$ cat config.mk
export PLATFORM = sky130hd
export DESIGN_NAME = svd_top
export DESIGN_NICKNAME = d
export VERILOG_FILES = /design/src/hw/svd_pkg.sv /design/src/hw/svd_top.sv
export SDC_FILE = /design/constraint.sdc
export NUM_CORES = 1
export LEC_CHECK = 0
export BUFFER_PORTS_ARGS = -buffer_cell sky130_fd_sc_hd__buf_2
export CAP_MARGIN = 20
export CORE_MARGIN = 3
export CORE_UTILIZATION = 47
export DETAILED_ROUTE_END_ITERATION = 12
export PLACE_DENSITY = 0.88
export SYNTH_ARGS = -nofsm -noshare
export SYNTH_HDL_FRONTEND = slang
export SYNTH_SLANG_ARGS = --single-unit
$ cat constraint.sdc
create_clock -name CORE_CLK -period 2.7 [get_ports CORE_CLK]
set_input_delay 0.135 -clock CORE_CLK [delete_from_list [all_inputs] [get_ports CORE_CLK]]
set_output_delay 0.135 -clock CORE_CLK [all_outputs]
set_load 0.005 [all_outputs]
$ cat src/hw/svd_pkg.sv
// Package of constants for the supply voltage detector control logic.
package svd_pkg;
    localparam int          DW              = 8;
    localparam int          AW              = 2;
    // Register offsets on the plain register port.
    localparam logic [1:0]  ADDR_CONTROL    = 2'h0;
    localparam logic [1:0]  ADDR_STATUS     = 2'h1;
    localparam logic [1:0]  ADDR_CLEAR      = 2'h2;
    localparam logic [1:0]  ADDR_ENABLE     = 2'h3;
    // Control register fields.
    localparam int          BIT_DIR         = 7;
    localparam int          BIT_BG_STABLE   = 6;
    localparam int          BIT_REF_STABLE  = 5;
    localparam int          BIT_ENABLE      = 4;
    localparam int          LEVEL_MSB       = 3;
    localparam int          LEVEL_W         = 4;
    localparam int          NUM_TAPS        = 16;
    localparam logic [3:0]  LEVEL_EXTERNAL  = 4'hf;
    localparam logic [7:0]  CONTROL_RESET   = 8'h05;
    localparam logic [7:0]  CONTROL_WMASK   = 8'h9f;
    // Event status, clear and enable layout.
    localparam int          BIT_DETECT      = 2;
    localparam logic [7:0]  EVENT_MASK      = 8'h04;
    typedef enum logic [2:0] {
        ST_OFF    = 3'b001,
        ST_SETTLE = 3'b010,
        ST_ARMED  = 3'b100
    } svd_state_e;
endpackage

$ cat src/hw/svd_top.sv
// Control, status and event logic of the supply voltage detector.
// Functional notes
// - Detector circuitry is powered only while detector_enable (bit 4) is set.
// - Reference stable flag low after enable until settled; no event before.
// - Direction bit 7: 0 watches falling to/below, 1 rising to/above.
// - Comparator trip in chosen direction sets detect_event_flag.
// - Level field bits 3:0 decoded to one of fifteen divider taps (values 0-14).
// - Level all ones routes external trip input to the comparator.
// - Settling comes from the analog stable indication, not a clock count.
// - Any reference power-off forces a fresh settle before detecting.
// - Excursions during settling are missed and latch no event.
// - Detector keeps working in sleep; a crossing sets the flag and wakes.
// - After a wake, vector only if global interrupts are enabled.
// - Device reset returns control to reset state, detector off.
//
// The strobed register port and the register addresses were left to the implementer.
module svd_top (
    // Clock and reset
    input  wire logic                 CORE_CLK,
    input  wire logic                 RST,
    // Register port
    input  wire logic [1:0]           ADDR,
    input  wire logic [7:0]           WDATA,
    input  wire logic                 WR,
    input  wire logic                 RD,
    output logic      [7:0]           RDATA,
    // Analog side
    input  wire logic                 CMP_TRIP,
    input  wire logic                 REF_STABLE,
    input  wire logic                 BG_STABLE,
    output logic                      ANALOG_POWER,
    output logic      [15:0]          TAP_SELECT,
    output logic                      EXT_INPUT_SELECT,
    output logic                      DIR_RISING,
    // Core interface
    input  wire logic                 SLEEPING,
    input  wire logic                 GLOBAL_IRQ_EN,
    output logic                      IRQ,
    output logic                      WAKE,
    output logic                      TAKE_VECTOR
);
    ////////////////////////////////////////////////////////////////////////
    logic [7:0]       ctrl_q,   ctrl_d;
    logic [7:0]       stat_q,   stat_d;
    logic [7:0]       ien_q,    ien_d;
    logic [7:0]       rdata_q,  rdata_d;
    logic [2:0]       cmp_s1_q, cmp_s2_q;
    logic [2:0]       sync_d;
    svd_pkg::svd_state_e st_q, st_d;
    logic             trip_s, ref_s, bg_s, detect;
    logic             en;

    // Two-stage synchroniser for comparator and stable levels.
    assign sync_d = {CMP_TRIP, REF_STABLE, BG_STABLE};
    always_ff @(posedge CORE_CLK) begin
        if (RST) begin
            cmp_s1_q <= 3'h0;
            cmp_s2_q <= 3'h0;
        end else begin
            cmp_s1_q <= sync_d;
            cmp_s2_q <= cmp_s1_q;
        end
    end
    assign trip_s = cmp_s2_q[2];
    assign ref_s  = cmp_s2_q[1];
    assign bg_s   = cmp_s2_q[0];

    ////////////////////////////////////////////////////////////////////////
    // The analog comparator already encodes the direction; it reports a trip
    // when the supply has reached the tap in the selected direction.
    assign en               = ctrl_q[svd_pkg::BIT_ENABLE];
    assign ANALOG_POWER     = en;
    assign DIR_RISING       = ctrl_q[svd_pkg::BIT_DIR];
    assign EXT_INPUT_SELECT = ctrl_q[svd_pkg::LEVEL_MSB:0]
                              == svd_pkg::LEVEL_EXTERNAL;
    always_comb begin
        TAP_SELECT = 16'h0000;
        if (!EXT_INPUT_SELECT) begin
            TAP_SELECT[ctrl_q[svd_pkg::LEVEL_MSB:0]] = 1'b1;
        end
    end

    ////////////////////////////////////////////////////////////////////////
    // Settle tracking: any drop of the stable level re-enters settling.
    always_comb begin
        st_d = st_q;
        unique case (st_q)
            svd_pkg::ST_OFF: begin
                if (en) begin
                    st_d = svd_pkg::ST_SETTLE;
                end
            end
            svd_pkg::ST_SETTLE: begin
                if (!en) begin
                    st_d = svd_pkg::ST_OFF;
                end else if (ref_s) begin
                    st_d = svd_pkg::ST_ARMED;
                end
            end
            svd_pkg::ST_ARMED: begin
                if (!en) begin
                    st_d = svd_pkg::ST_OFF;
                end else if (!ref_s) begin
                    st_d = svd_pkg::ST_SETTLE;
                end
            end
            default: st_d = svd_pkg::ST_OFF;
        endcase
    end
    always_ff @(posedge CORE_CLK) begin
        if (RST) begin
            st_q <= svd_pkg::ST_OFF;
        end else begin
            st_q <= st_d;
        end
    end

    // Trips seen while settling are dropped, not held.
    assign detect = (st_q == svd_pkg::ST_ARMED) && ref_s && trip_s;

    ////////////////////////////////////////////////////////////////////////
    // Register file.
    always_comb begin
        ctrl_d  = ctrl_q;
        stat_d  = stat_q;
        ien_d   = ien_q;
        rdata_d = 8'h00;
        if (WR && ADDR == svd_pkg::ADDR_CONTROL) begin
            ctrl_d = WDATA & svd_pkg::CONTROL_WMASK;
        end
        if (WR && ADDR == svd_pkg::ADDR_ENABLE) begin
            ien_d = WDATA & svd_pkg::EVENT_MASK;
        end
        if (WR && ADDR == svd_pkg::ADDR_CLEAR) begin
            stat_d = stat_q & ~(WDATA & svd_pkg::EVENT_MASK);
        end
        // A crossing wins over a clear in the same cycle, so none is lost.
        if (detect) begin
            stat_d[svd_pkg::BIT_DETECT] = 1'b1;
        end
        if (RD) begin
            unique case (ADDR)
                svd_pkg::ADDR_CONTROL: begin
                    rdata_d = ctrl_q;
                    rdata_d[svd_pkg::BIT_REF_STABLE] =
                        (st_q == svd_pkg::ST_ARMED);
                    rdata_d[svd_pkg::BIT_BG_STABLE]  = bg_s;
                end
                svd_pkg::ADDR_STATUS: rdata_d = stat_q;
                svd_pkg::ADDR_ENABLE: rdata_d = ien_q;
                svd_pkg::ADDR_CLEAR:  rdata_d = 8'h00;
            endcase
        end
    end
    always_ff @(posedge CORE_CLK) begin
        if (RST) begin
            ctrl_q  <= svd_pkg::CONTROL_RESET;
            stat_q  <= 8'h00;
            ien_q   <= 8'h00;
            rdata_q <= 8'h00;
        end else begin
            ctrl_q  <= ctrl_d;
            stat_q  <= stat_d;
            ien_q   <= ien_d;
            rdata_q <= rdata_d;
        end
    end
    // Read data stand one cycle after the strobe and idle at zero.
    assign RDATA = rdata_q;

    ////////////////////////////////////////////////////////////////////////
    // Interrupt and wake. Wake needs no clock gating beyond the flag itself.
    assign IRQ         = |(stat_q & ien_q);
    assign WAKE        = SLEEPING && stat_q[svd_pkg::BIT_DETECT];
    assign TAKE_VECTOR = IRQ && GLOBAL_IRQ_EN;

    ////////////////////////////////////////////////////////////////////////
    // Write path: control writes must reach the analog controls.
    a_power_follows_en: assert property (
        @(posedge CORE_CLK) disable iff (RST)
        (WR && ADDR == svd_pkg::ADDR_CONTROL)
        |=> ANALOG_POWER == $past(WDATA[svd_pkg::BIT_ENABLE]))
        else $error("Analog power does not follow enable.");
    a_dir_output: assert property (
        @(posedge CORE_CLK) disable iff (RST)
        (WR && ADDR == svd_pkg::ADDR_CONTROL)
        |=> DIR_RISING == $past(WDATA[svd_pkg::BIT_DIR]))
        else $error("Direction output mismatch.");
    a_tap_follows_level: assert property (
        @(posedge CORE_CLK) disable iff (RST)
        (WR && ADDR == svd_pkg::ADDR_CONTROL
         && WDATA[svd_pkg::LEVEL_MSB:0] != svd_pkg::LEVEL_EXTERNAL)
        |=> TAP_SELECT[$past(WDATA[svd_pkg::LEVEL_MSB:0])])
        else $error("Selected tap is not driven.");
    a_tap_onehot: assert property (
        @(posedge CORE_CLK) disable iff (RST)
        !EXT_INPUT_SELECT |-> $onehot(TAP_SELECT))
        else $error("Tap select is not one-hot.");
    a_ext_select: assert property (
        @(posedge CORE_CLK) disable iff (RST)
        (WR && ADDR == svd_pkg::ADDR_CONTROL
         && WDATA[svd_pkg::LEVEL_MSB:0] == svd_pkg::LEVEL_EXTERNAL)
        |=> EXT_INPUT_SELECT)
        else $error("All-ones level did not select the external input.");
    a_ext_route: assert property (
        @(posedge CORE_CLK) disable iff (RST)
        EXT_INPUT_SELECT |-> TAP_SELECT == 16'h0000)
        else $error("External mode still drives a tap.");
    a_ro_bits: assert property (
        @(posedge CORE_CLK) disable iff (RST)
        ctrl_q[svd_pkg::BIT_REF_STABLE] == 1'b0
        && ctrl_q[svd_pkg::BIT_BG_STABLE] == 1'b0)
        else $error("Read-only control bits were stored.");
    a_bg_status: assert property (
        @(posedge CORE_CLK) disable iff (RST)
        (RD && ADDR == svd_pkg::ADDR_CONTROL)
        |=> RDATA[svd_pkg::BIT_BG_STABLE] == $past(bg_s))
        else $error("Bandgap status does not read back live.");
    a_reset_off: assert property (
        @(posedge CORE_CLK)
        RST |=> !ANALOG_POWER && ctrl_q == svd_pkg::CONTROL_RESET)
        else $error("Reset did not turn the detector off.");

    // Settle tracking: no event until the reference is stable again.
    a_settle_entry: assert property (
        @(posedge CORE_CLK) disable iff (RST)
        (st_q == svd_pkg::ST_OFF && en) |=> st_q == svd_pkg::ST_SETTLE)
        else $error("Enable did not start settling.");
    a_off_when_disabled: assert property (
        @(posedge CORE_CLK) disable iff (RST)
        !en |=> st_q == svd_pkg::ST_OFF)
        else $error("Detector stays active while disabled.");
    a_no_early_event: assert property (
        @(posedge CORE_CLK) disable iff (RST)
        (st_q != svd_pkg::ST_ARMED) |=> !$rose(stat_q[svd_pkg::BIT_DETECT]))
        else $error("Detect flag rose before reference settled.");
    a_ref_bit_read: assert property (
        @(posedge CORE_CLK) disable iff (RST)
        (RD && ADDR == svd_pkg::ADDR_CONTROL && st_q != svd_pkg::ST_ARMED)
        |=> !RDATA[svd_pkg::BIT_REF_STABLE])
        else $error("Reference stable read high while settling.");
    a_arm_on_stable: assert property (
        @(posedge CORE_CLK) disable iff (RST)
        (st_q == svd_pkg::ST_SETTLE && en && ref_s)
        |=> st_q == svd_pkg::ST_ARMED)
        else $error("Stable reference did not arm the detector.");
    a_resettle_drop: assert property (
        @(posedge CORE_CLK) disable iff (RST)
        (st_q == svd_pkg::ST_ARMED && !ref_s && en)
        |=> st_q == svd_pkg::ST_SETTLE)
        else $error("Reference loss did not force resettle.");
    a_flag_needs_ref: assert property (
        @(posedge CORE_CLK) disable iff (RST)
        $rose(stat_q[svd_pkg::BIT_DETECT]) |-> $past(ref_s) && $past(trip_s))
        else $error("Detect flag set without a stable reference.");

    // Event flag, synchronisers and wake.
    a_trip_sets_flag: assert property (
        @(posedge CORE_CLK) disable iff (RST)
        detect |=> stat_q[svd_pkg::BIT_DETECT])
        else $error("Trip did not set detect flag.");
    a_flag_sticky: assert property (
        @(posedge CORE_CLK) disable iff (RST)
        (stat_q[svd_pkg::BIT_DETECT]
         && !(WR && ADDR == svd_pkg::ADDR_CLEAR
              && WDATA[svd_pkg::BIT_DETECT]))
        |=> stat_q[svd_pkg::BIT_DETECT])
        else $error("Detect flag dropped without a clear.");
    a_flag_clear: assert property (
        @(posedge CORE_CLK) disable iff (RST)
        (WR && ADDR == svd_pkg::ADDR_CLEAR && WDATA[svd_pkg::BIT_DETECT]
         && !detect)
        |=> !stat_q[svd_pkg::BIT_DETECT])
        else $error("Clear did not drop the detect flag.");
    a_sync_delay: assert property (
        @(posedge CORE_CLK) disable iff (RST)
        $rose(REF_STABLE) ##1 REF_STABLE |=> ref_s)
        else $error("Stable level not seen after two stages.");
    a_trip_sync: assert property (
        @(posedge CORE_CLK) disable iff (RST)
        $rose(CMP_TRIP) ##1 CMP_TRIP |=> trip_s)
        else $error("Comparator level not seen after two stages.");
    a_wake_flag: assert property (
        @(posedge CORE_CLK) disable iff (RST)
        (SLEEPING && detect) |=> WAKE)
        else $error("Crossing in sleep gave no wake.");
    a_vector_gate: assert property (
        @(posedge CORE_CLK) disable iff (RST)
        TAKE_VECTOR == (stat_q[svd_pkg::BIT_DETECT]
                        && ien_q[svd_pkg::BIT_DETECT] && GLOBAL_IRQ_EN))
        else $error("Vector taken against flag, enable or global gate.");

    c_armed_detect: cover property (@(posedge CORE_CLK) disable iff (RST)
        detect);
    c_resettle: cover property (@(posedge CORE_CLK) disable iff (RST)
        st_q == svd_pkg::ST_ARMED ##1 st_q == svd_pkg::ST_SETTLE);
    c_sleep_wake: cover property (@(posedge CORE_CLK) disable iff (RST)
        $rose(WAKE));
    c_external_mode: cover property (@(posedge CORE_CLK) disable iff (RST)
        EXT_INPUT_SELECT);
    c_excursion_dropped: cover property (@(posedge CORE_CLK)
        disable iff (RST) st_q == svd_pkg::ST_SETTLE && trip_s);
endmodule
== Word-level counts from Yosys, hierarchy flattened ==
Cells that the tools add are included.

* Output and inout bits: 30
* Flip-flop bits (word level): 32
* Input bits: 19

* Bitwise logic cells: 4
* Eq/ne operators: 10
* $lt $le $gt $ge: 2
* Reductions and logical operators: 13
* Multiplexer cells: 12

{| class="wikitable"
|+ Operators with widths
! cell !! number
|-
| one-hot mux 8 bit (4 select lines) || 1
|-
| two-way mux 3 bit || 6
|-
| two-way mux 16 bit || 1
|-
| one-hot mux 3 bit (3 select lines) || 1
|-
| AND 8 x 3 -> 8 bit || 1
|-
| AND 8 bit || 1
|-
| logical AND 1 bit || 8
|-
| inverter 3 -> 8 bit || 1
|-
| OR reduction 8 bit || 1
|-
| != test 3 bit, second input constant || 2
|-
| < comparator 4 x 5 -> 1 bit, second input constant || 1
|-
| demux 1 bit (select 4 bit) || 1
|-
| equality test 2 bit, second input constant || 2
|-
| equality test 4 bit, second input constant || 1
|-
| >= comparator 4 x 1 -> 1 bit, second input constant || 1
|-
| equality test 3 x 1 -> 1 bit, second input constant || 1
|-
| equality test 3 x 2 -> 1 bit, second input constant || 1
|-
| equality test 3 bit, second input constant || 1
|-
| AND reduction 3 bit || 1
|-
| equality test 2 x 1 -> 1 bit, second input constant || 1
|-
| zero test 2 bit || 1
|-
| two-way mux 1 bit || 2
|-
| != test 2 bit, second input constant || 1
|-
| nonzero test 2 bit || 1
|-
| 2 further kinds || 2
|}

== Depth between registers and ports, before layout ==
Gate-level depths: netlist of the first run.

* Word-level depth: 5
* Mapped depth: 4
* Gate-level depth less buffers: 3

== Least setup slack after synthesis of the first run ==
No wires, ideal clock.

* Path type: register to register
* From: register st_q[2]
* To: register st_q[1]
* Data required time: 2.641 ns
* Buffers on the path: 0
* Slack: 1.722 ns
* Cell stages (with the launch flop): 4
* Arrival time: 0.919 ns
* Cells stage by stage: dfxtp_1 > nor3b_1 > nor2b_1 > o31a_1

* Longest elaborated chain between the ends: 3

{| class="wikitable"
|+ RTL lines
! what !! RTL line !! text
|-
| start: declaration || svd_top.sv:49 || <nowiki>svd_pkg::svd_state_e st_q, st_d;</nowiki>
|-
| start signal: assignment || svd_top.sv:112 || <nowiki>st_q <= svd_pkg::ST_OFF;</nowiki>
|-
| start signal: assignment || svd_top.sv:114 || <nowiki>st_q <= st_d;</nowiki>
|-
| equality test 3 bit, or another cell as far along || svd_top.sv:87 || <nowiki>unique case (st_q)</nowiki>
|-
| != test 3 bit (no line) or != test 2 bit (tied branches) || -- ||
|-
| AND reduction 3 bit (no line) || -- ||
|}

Several ways; a longest one is shown, not always the timed one.
A chain may end at the register's enable or synchronous reset.

== Worst setup path after layout of the first run ==
* From: register ctrl_q[3]
* To: output TAP_SELECT[9]

* Longest elaborated chain between the ends: 5

{| class="wikitable"
|+ RTL lines
! what !! RTL line !! text
|-
| start: declaration || svd_top.sv:43 || <nowiki>logic [7:0] ctrl_q, ctrl_d;</nowiki>
|-
| start signal: assignment || svd_top.sv:157 || <nowiki>ctrl_q <= svd_pkg::CONTROL_RESET;</nowiki>
|-
| start signal: assignment || svd_top.sv:162 || <nowiki>ctrl_q <= ctrl_d;</nowiki>
|-
| < comparator 4 x 5 -> 1 bit (implied by the code) or >= comparator 4 x 1 -> 1 bit (tied branches) || svd_top.sv:79 || <nowiki>TAP_SELECT[ctrl_q[svd_pkg::LEVEL_MSB:0]] = 1'b1;</nowiki>
|-
| logical AND 1 bit (implied by the code) || svd_top.sv:79 ||
|-
| two-way mux 1 bit (implied by the code) || svd_top.sv:79 ||
|-
| demux 1 bit (select 4 bit) || svd_top.sv:79 ||
|-
| two-way mux 16 bit (*) || svd_top.sv:78 || <nowiki>if (!EXT_INPUT_SELECT) begin</nowiki>
|-
| end: declaration || svd_top.sv:32 || <nowiki>output logic [15:0] TAP_SELECT,</nowiki>
|}

Mark *: on every way between the ends. The rest lies on a longest branch, timed or not.

==> results.yml, run 1 <==
setup_path:
  critPathSlowestCell: "dfxtp_1"
  crit_required_ps: 2570
  crit_cells: 3
  cp_max_fo: 9
  cp.arrival_ps: 1280
  rr_worst_depth: 3
  startpoint_type: "flop"
  crit_path_end_kind: "primary output"
  timing.critical_path.buf_inv: 1
  cp_top_family: "flip-flops"
  path_cells: "nand2_1 -> nor3_1 -> buf_2"
  critPathKind: "reg -> out"
  cpPeakStageDelay_ps: 500
route:
  drtPass1Iterations: 3
  wl_per_cell_um: 11.1
  drt-total-wl_mm: 1.95
  postRouteAntennaNets: 0
  drc: 0
  drtIter0Drc: 5
  routed-via-count: 842
  routed_via_density: 4.81
logic_synthesis:
  synth_top_family_by_area: "simple AND/OR/NAND/NOR gates"
  syn-instance-count: 105
  yosys.area_share.simple_pct: 34.8
  yosysTopAreaCell: "dfxtp_1"
  syn_area_per_cell_sq_um: 9.54
  synth_compound_area_share_pct: 4.49
  synth_seq_cells: 25
  synth_fp_nets: 124
  yosysSeqAreaShare_pct: 49.9
  synth-xor-area-share_pct: 1.75
  synth_cell_types: 27
  yosys_warnings: 0
  synthMuxAreaShare_pct: 5.99
  yosys-top-cells-area: "dfxtp_1, nor2b_1, mux2i_1"
  synth_area_sq_mm: 0.00100
  synthAdderAreaFrac_pct: 0
  netlist.area_leader.share_pct: 49.9
clocking:
  path_clk_slew_ps: 120
  cts_setup_buffers: 0
  cts.repair.resized: 0
  cts_made_buffers: 3
  clk-insertion-delay-late_ps: 300
  cts_sinks: 25
  h-tree-depth: 1
  postCtsHoldBufs: 0
  cts_buffer_depth: 2
  cts_tree: "done"
  cts-root-buf: "clkbuf_4"
sta:
  hold_viol_final: 0
  post-route-min-period_ps: 1420
  finalCritPeriodShare_pct: 52.4
  rsz0062_at_grt: "false"
  setup_viol: 0
  whs_ps: 27.6
  drv_slew: 0
  fin_tns_setup_ps: 0
  worstMarginPinSlew_ps: 496
  relSlewSlack_pct: 66.8
  fmax_ghz: 0.706
  finClkSkew_ps: 1.08
power_and_ir_drop:
  pwr_density_cell_mw_per_mm2: 475
  power.leakage_nw: 0.614
  ir_drop_mv: 0.350
die:
  io-pin-count: 49
  die_area_sq_mm: 0.00272
  start_util_pct: 50.6
  num_rows: 16
  coreArea_sq_mm: 0.00198
  die_width_um: 52.2
  die_h_um: 52.2
outcome:
  status: "completed"
cells_and_area:
  fin_util_pct: 63.6
  synthToLayoutAreaGrowth_pct: 25.8
  num_antenna_cells: 0
  finalNetCount: 168
  drive_above_1_share_pct: 33.8
global_route:
  grt_pass1_vias: 787
  antenna_found_initial: 0
  globalRouteOverflowTotal: 0
  grt_max_degree: 18
  grt_pass1_wl_mm: 3.22
  gr-usage-all-layers_pct: 15.1
flow_run:
  cap_viol_max_count: 0
placed_design:
  port_buffers: 45
  place_congestion: 0.675
  hpwl_mm: 1.54
hold_path:
  holdCritPathClass: "in -> reg"
  min_delay_path_depth: 2
per-layer routing:
| metal | global-route usage (%) | vias to the layer above | share of wire, % |
|---|---|---|---|
| met5 | 0 | - | 0 |
| met4 | 3.40 | 0 | 0 |
| met3 | 2.85 | 0 | 6.3 |
| met2 | 27.2 | 22 | 51 |
| met1 | 18.5 | 386 | 43 |
| li1 | - | 434 | - |
synth_stat cells, drive strengths merged:
cell    instances
xor2            1
buf             1
and4b           1
xnor2           1
nand3           2
conb            1
mux2i           6
and2            9
clkbuf          5
nor3            6
nor2           16
nor3b           3
nor4b           2
nand2           2
nand4b          1
o31a            1
dfxtp          25
and3b           1
a211o           2
nor2b          10
o21ai           2
nor4            1
and3            1
a32oi           1
nand2b          4
power by group:
part           internal, mW  switching (mW)
clock network        0.0576           0.100
logic                0.0278          0.0256
registers             0.379         0.00909
registers in the layout (all words and copies together) (netlist names):
| signal | count |
|---|---|
| cmp_s1_q | 3 |
| ien_q | 1 |
| stat_q | 1 |
| ctrl_q | 6 |
| st_q | 3 |
| RDATA | 8 |
| cmp_s2_q | 3 |
cells in the final DEF, fill, tap and decap left out, types with 2 or more instances in the layout:
master / synthesis / final
buf_2: 0 / 45
dfxtp_1: 25 / 25
nor2_1: 16 / 16
nor2b_1: 10 / 10
and2_1: 9 / 9
nor3_1: 6 / 6
mux2i_1: 6 / 6
nand2b_1: 4 / 4
clkbuf_4: 0 / 3
nand2_1: 2 / 2
a211o_1: 2 / 2
nor3b_1: 2 / 2
o21ai_0: 2 / 2
nand3_1: 2 / 2
area by class of cell:
cell class                      count  area [sq um]
Sequential cell                    25           500
Timing Repair Buffer               45           225
Tap cell                           27          33.8
Fill cell                         175           721
Multi-Input combinational cell     74           475
Clock buffer                        4          26.3
logic make-up after synthesis:
| logic type | after synthesis |
|---|---|
| XOR/XNOR | 2 |
| buffers and inverters | 6 |
| flip-flops | 25 |
| AND/OR/NAND/NOR | 59 |
| other | 1 |
| multiplexers | 6 |
| AO/OA/AOI/OAI | 6 |
final timing paths:
kind	start	end	slack (ps)
max	ctrl_q[3]$_SDFFE_PP0P_	TAP_SELECT[9]	1280
min	WDATA[0]	ctrl_q[0]$_SDFFE_PP1P_	30
max reg2reg	st_q[2]$_SDFFE_PP0P_	st_q[1]$_SDFFE_PP0P_	1480
min reg2reg	cmp_s1_q[1]$_SDFF_PP0_	cmp_s2_q[1]$_SDFF_PP0_	450
worst reg2reg max path: stages (launching register included):
cell and delay [ps]:
dfxtp_1 440, nor3b_1 420, nor2b_1 190, o31a_1 130
per-stage QoR:
stage               power [mW]  area, sq um  worst slack (ps)  cells
finish                   0.599         1260              1280    175
global route             0.630         1260              1110    175
CTS                      0.604         1260              1310    175
detailed placement       0.450         1230              1500    171
global placement         0.448         1230              1510    171
floorplan                0.424         1000              1720    105
Note: power is estimated with default switching activity, not from simulation.
==> run 2, diff against run 1 <==
--- a/config.mk
+++ b/config.mk
@@ -5,12 +5,13 @@
 export SDC_FILE = /design/constraint.sdc
 export NUM_CORES = 1
 export LEC_CHECK = 0
+export ABC_AREA = 1
 export BUFFER_PORTS_ARGS = -buffer_cell sky130_fd_sc_hd__buf_2
 export CAP_MARGIN = 20
 export CORE_MARGIN = 3
-export CORE_UTILIZATION = 47
+export CORE_UTILIZATION = 40
 export DETAILED_ROUTE_END_ITERATION = 12
-export PLACE_DENSITY = 0.88
+export PLACE_DENSITY = 0.8
 export SYNTH_ARGS = -nofsm -noshare
 export SYNTH_HDL_FRONTEND = slang
 export SYNTH_SLANG_ARGS = --single-unit
==> constraint.sdc (replaced) <==
create_clock -name CORE_CLK -period 1.3 [get_ports CORE_CLK]
set_input_delay 0.065 -clock CORE_CLK [delete_from_list [all_inputs] [get_ports CORE_CLK]]
set_output_delay 0.065 -clock CORE_CLK [all_outputs]
set_load 0.005 [all_outputs]
==> run 2 against run 1 <==
Global-route usage hardly changed. Critical path type unchanged. Area after synthesis is 5.0% higher. Non-clock buffer count is 5 higher. Cell count is 25% higher. Setup slack worse by 1200 ps. Largest power group unchanged. Sequential share of layout area is 3.3 points lower. Final area is 9.4% higher. Flip-flop and latch count stayed put.
==> results.yml, run 2 <==
sta:
  post-route-min-period_ps: 1190
  timing.final.ws_setup_ps: 108
  finalCritPeriodShare_pct: 91.7
  hold_viol_final: 0
  rsz0062_at_grt: "false"
  finClkSkew_ps: 5.16
  fin_tns_setup_ps: 0
  fmax_ghz: 0.839
  setup_viol: 0
  drv_slew: 0
clocking:
  clk-insertion-delay-late_ps: 310
  cts_sinks: 25
  cts_tree: "done"
  cts_buffer_depth: 2
  cts_setup_buffers: 0
  h-tree-depth: 1
  cts-root-buf: "clkbuf_4"
  path_clk_slew_ps: 130
  cts_made_buffers: 3
setup_path:
  crit_required_ps: 1240
  r2r-start: "st_q[1]$_SDFFE_PP0P_"
  path_cells: "inv_2 -> nand2_1 -> nor2_1 -> buf_2"
  cp_max_fo: 4
  startpoint_type: "flop"
  critPathKind: "reg -> out"
  cpPeakStageDelay_ps: 420
  cp_top_family: "flip-flops"
  critPathSlowestCell: "dfxtp_1"
  timing.critical_path.buf_inv: 2
  crit_path_end_kind: "primary output"
  cp-startpoint: "ctrl_q[3]$_SDFFE_PP0P_"
  cp.arrival_ps: 1130
global_route:
  grt_pass1_vias: 927
  grt_max_degree: 16
  antenna_found_initial: 0
  globalRouteOverflowTotal: 0
  grt_pass1_wl_mm: 3.93
  gr-usage-all-layers_pct: 15.1
die:
  io-pin-count: 49
  die_h_um: 57.3
  start_util_pct: 44.6
  die_area_sq_mm: 0.00328
  coreArea_sq_mm: 0.00236
  num_rows: 17
  die_width_um: 57.3
cells_and_area:
  synthToLayoutAreaGrowth_pct: 31.2
  ff_latch_area_sq_um: 502
  drive_above_1_share_pct: 37.7
  num-fill-cells: 226
  layout_common_cells: "buf_2, nor2_1, dfxtp_1, nand2_1, inv_1"
  num_antenna_cells: 0
  largest_reg_flops: 8
  multiInputGateArea_sq_um: 440
  fin_util_pct: 58.5
  finalNetCount: 211
  mostFrequentLayoutCell: "buf_2"
logic_synthesis:
  yosys_warnings: 0
  syn-instance-count: 139
  yosysTopAreaCell: "dfxtp_1"
  yosysSeqAreaShare_pct: 47.6
  syn_area_per_cell_sq_um: 7.57
  synth_seq_cells: 25
  synth_cell_types: 24
  yosys-top-cells-count: "nor2_1, dfxtp_1, inv_1, nand2_1"
  yosysMostFrequentCell: "nor2_1"
  synth_fp_nets: 158
  ys_async_sr_fraction_pct: 0
  yosys-top-cells-area: "dfxtp_1, nor2_1, inv_1"
  synth_edf_count: 0
  netlist.area_leader.share_pct: 47.6
  synth_area_sq_mm: 0.00105
  synth_flop_cell: "dfxtp_1"
route:
  drt-total-wl_mm: 2.30
  wl_per_cell_um: 10.5
  drtPass1Iterations: 4
  postRouteAntennaNets: 0
  drtIter0Drc: 39
  drc: 0
  routed-via-count: 1016
  routed_via_density: 4.64
placed_design:
  place_congestion: 0.892
  port_buffers: 45
  hpwl_mm: 1.83
  place_ws_ps: 336
hold_path:
  holdCritPathClass: "in -> reg"
  hp-start: "WDATA[7]"
power_and_ir_drop:
  pwr_density_cell_mw_per_mm2: 962
  power.leakage_nw: 0.714
  ir_drop_mv: 0.936
  power_mw: 1.33
flow_run:
  cap_viol_max_count: 0
outcome:
  status: "completed"
run 2: cell count changes after synthesis, moves of 3 or more:
cell,change
a21oi_1,+6
and2_1,-9
clkbuf_1,-5
inv_1,+21
mux2i_1,-6
nand2_1,+17
nand2b_1,-4
nand3_1,+4
nor2_1,+19
nor2b_1,-10
nor3_1,-6
o211ai_1,+3
o21ai_2,+4
run 2: logic make-up (layout without fill, tap and decap cells):
logic type	count (synthesis)	count (layout)	share of synthesized area, %
flip-flops	25	25	47.6
buffers and inverters	26	78	11.1
AND/OR/NAND/NOR	68	68	28.3
other	1	1	0.356
AO/OA/AOI/OAI	19	19	12.7
run 2: final cells by class:
class,instances,area share (%)
tap,28,2.54
timing repair buffer,50,19.9
inverter,24,7.07
multi-input combinational,88,31.9
clock inverter,1,0.544
sequential,25,36.4
clock buffer,3,1.63
run 2: path summary, 6_finish.rpt:
path | to | slack (ps) | cells past startpoint
max | TAP_SELECT[6] | 110 | 4
min | ctrl_q[7]$_SDFFE_PP0P_ | 20 | 3
max reg2reg | st_q[0]$_SDFFE_PP1P_ | 300 | 5
min reg2reg | cmp_s2_q[0]$_SDFF_PP0_ | 420 | 2
run 2: worst reg2reg max path, stage by stage (launching register included):
cell	delay (ps)
dfxtp_1	440
inv_1	70
nor2_2	110
nand2_1	100
a31oi_1	140
nand2_1	60
run 2: metal layers:
layer	wire [um]	global-route usage [%]
met5	0	0
met3	200	5.66
met4	16	2.65
met2	1170	28.4
met1	914	16.0
run 2: power by group:
group          leakage (nW)  internal [mW]  switching (mW)
sequential            0.205          0.793          0.0187
combinational         0.496         0.0756           0.102
clock                0.0139          0.117           0.221
run 2: repair_timing:
item / 4_1_cts / 5_1_grt
hold buffers: 5 / 0
setup endpoints to repair: 0 / 11
gates resized for setup: 0 / 7
hold endpoints to repair: 5 / 0
run 2: through the flow:
step	hold slack, ps	cells	instance area, sq um
6_report	15.5	219	1380
5_1_grt	30.4	219	1380
4_1_cts	2.22	219	1370
3_5_place_dp	276	210	1290
3_3_place_gp	266	210	1290
2_1_floorplan	172	139	1050
==> run 3, diff against run 2 <==
--- a/config.mk
+++ b/config.mk
@@ -5,13 +5,12 @@
 export SDC_FILE = /design/constraint.sdc
 export NUM_CORES = 1
 export LEC_CHECK = 0
-export ABC_AREA = 1
 export BUFFER_PORTS_ARGS = -buffer_cell sky130_fd_sc_hd__buf_2
 export CAP_MARGIN = 20
 export CORE_MARGIN = 3
 export CORE_UTILIZATION = 40
 export DETAILED_ROUTE_END_ITERATION = 12
-export PLACE_DENSITY = 0.8
+export PLACE_DENSITY = 0.81
 export SYNTH_ARGS = -nofsm -noshare
 export SYNTH_HDL_FRONTEND = slang
 export SYNTH_SLANG_ARGS = --single-unit
==> run 3 against run 2 <==
Routed wire length is 4.8% lower. Cell count is 15% lower. Clock skew is 4.7 ps higher. Clock-buffer cell count stayed put. Clock power hardly changed.
==> results.yml, run 3 (synthesized netlist as in run 1, its figures left out) <==
sta:
  finalCritPeriodShare_pct: 95.8
  setup_viol: 0
  drv_slew: 0
  post-route-min-period_ps: 1250
  fmax_ghz: 0.803
  timing.final.ws_setup_ps: 54.6
  rsz0062_at_grt: "true"
  hold_viol_final: 0
  finClkSkew_ps: 9.84
  whs_ps: 104
setup_path:
  path_cells: "nand2b_1 -> nor3_1 -> buf_2"
  cp_max_fo: 9
  cpPeakStageDelay_ps: 400
  r2r-start: "st_q[2]$_SDFFE_PP0P_"
  critPathSlowestCell: "dfxtp_4"
  critPathKind: "reg -> out"
  rr_worst_depth: 3
  crit_path_end_kind: "primary output"
  cp.arrival_ps: 1180
  rrSetupSlack_ps: 200
  startpoint_type: "flop"
  crit_required_ps: 1240
  cp-startpoint: "ctrl_q[3]$_SDFFE_PP0P_"
  r2r-end: "st_q[1]$_SDFFE_PP0P_"
placed_design:
  hpwl_mm: 1.64
  place_congestion: 0.731
  port_buffers: 45
  place_ws_ps: 119
  dpl.cell_count: 172
power_and_ir_drop:
  pwr_density_cell_mw_per_mm2: 924
  pwr-share-comb_pct: 10.8
  power_mw: 1.28
  ir_drop_mv: 0.636
  switching_power_uw: 301
  power.leakage_nw: 0.660
  p_int_uw: 978
  p_clk_share_pct: 26.3
  power_frac_seq_pct: 62.9
  power_switching_share_pct: 23.5
cells_and_area:
  largest_reg_flops: 8
  num_antenna_cells: 0
  fin_util_pct: 60.2
  drive_above_1_share_pct: 36.1
  ff_latch_area_sq_um: 510
  finalNetCount: 178
  mostFrequentLayoutCell: "buf_2"
  multiInputGateArea_sq_um: 485
  final_cells: 186
  layout_common_cells: "buf_2, dfxtp_1, nor2_1, nor2b_1, dlygate4sd3_1"
  synthToLayoutAreaGrowth_pct: 38.1
  num-fill-cells: 209
hold_path:
  holdCritPathClass: "in -> reg"
  min_to: "ctrl_q[7]$_SDFFE_PP0P_"
  min_delay_path_depth: 2
  hp-start: "RST"
die:
  die_width_um: 56.1
  num_rows: 17
  coreArea_sq_mm: 0.00230
  die_h_um: 56.1
  die_area_sq_mm: 0.00314
  start_util_pct: 43.6
  io-pin-count: 49
global_route:
  grt_pass1_wl_mm: 3.25
  gr-usage-all-layers_pct: 13.0
  grt_pass1_vias: 752
  antenna_found_initial: 0
  globalRouteOverflowTotal: 0
  grt_max_degree: 18
clocking:
  cts_setup_buffers: 0
  path_clk_slew_ps: 130
  cts_buffer_depth: 2
  cts_tree: "done"
  cts_sinks: 25
  cts-root-buf: "clkbuf_4"
  h-tree-depth: 1
  clk-insertion-delay-late_ps: 320
  cts_made_buffers: 3
route:
  wl_per_cell_um: 11.8
  drc: 0
  routed_via_density: 4.70
  drtPass1Iterations: 4
  routed-via-count: 874
  postRouteAntennaNets: 0
  drt-total-wl_mm: 2.19
  drtIter0Drc: 26
outcome:
  status: "completed"
flow_run:
  cap_viol_max_count: 0
==> run 3: cell count changes in the layout (fill, tap and decap cells not counted), sizes merged, moves of 5 or more <==
cell	before	now
inv	23	0
and2	0	9
nand2	22	2
nor2	39	16
mux2i	0	6
o21ai	7	2
a21oi	6	0
nor2b	0	10
dlygate4sd3	5	10
nor3	0	6
==> run 3: final cells by class <==
class,count,share of cell area (%)
clock buffer,3,1.63
clock inverter,1,0.362
multi-input combinational,74,35.1
sequential,25,36.9
tap,28,2.53
timing repair buffer,55,23.5
==> run 3: how the worst max path moves through the flow <==
stage | end | slack, ps | cells after the start
detailed placement | st_q[1]$_SDFFE_PP0P_ | 120 | 3
global placement | ctrl_q[0]$_SDFFE_PP1P_ | 190 | 4
global route | TAP_SELECT[8] | -10 | 3
finish | TAP_SELECT[1] | 50 | 3
floorplan | st_q[1]$_SDFFE_PP0P_ | 320 | 3
CTS | TAP_SELECT[1] | 40 | 3
==> run 3: routing by layer <==
layer	vias to the layer above	routed length (um)	part of all wire [%]	track usage, %
met4	0	11	0.50	3.05
met1	389	917	42	14.1
met2	26	1110	51	23.4
met3	2	149	6.8	5.10
li1	457	-	-	-
met5	-	0	0	0
==> run 3: power groups by stage <==
stage / logic (mW) / clock network (mW) / registers (mW)
3_5_place_dp: 0.114 / 0 / 0.823
4_1_cts: 0.137 / 0.352 / 0.807
5_1_grt: 0.151 / 0.371 / 0.809
3_3_place_gp: 0.109 / 0 / 0.822
6_report: 0.138 / 0.337 / 0.805
2_1_floorplan: 0.0692 / 0 / 0.811
==> run 3: metrics by stage <==
| step | instance area [sq um] | setup TNS, ps |
|---|---|---|
| floorplan | 1000 | 0 |
| global placement | 1240 | 0 |
| detailed placement | 1240 | 0 |
| CTS | 1370 | 0 |
| global route | 1380 | -15.9 |
| finish | 1380 | 0 |
==> run 3: worst max-delay path, delay by kind of cell (launching register included) <==
family                 cells  cell delay (ps)
DFF                        1              400
buffers and inverters      1              140
and+or+nand+nor            2              330
==> run 3: what timing repair did <==
| item | CTS | global route |
|---|---|---|
| gates resized for setup | 4 | 4 |
| hold buffers | 10 | 0 |
| setup endpoints to repair | 9 | 4 |
| hold endpoints to repair | 10 | 0 |
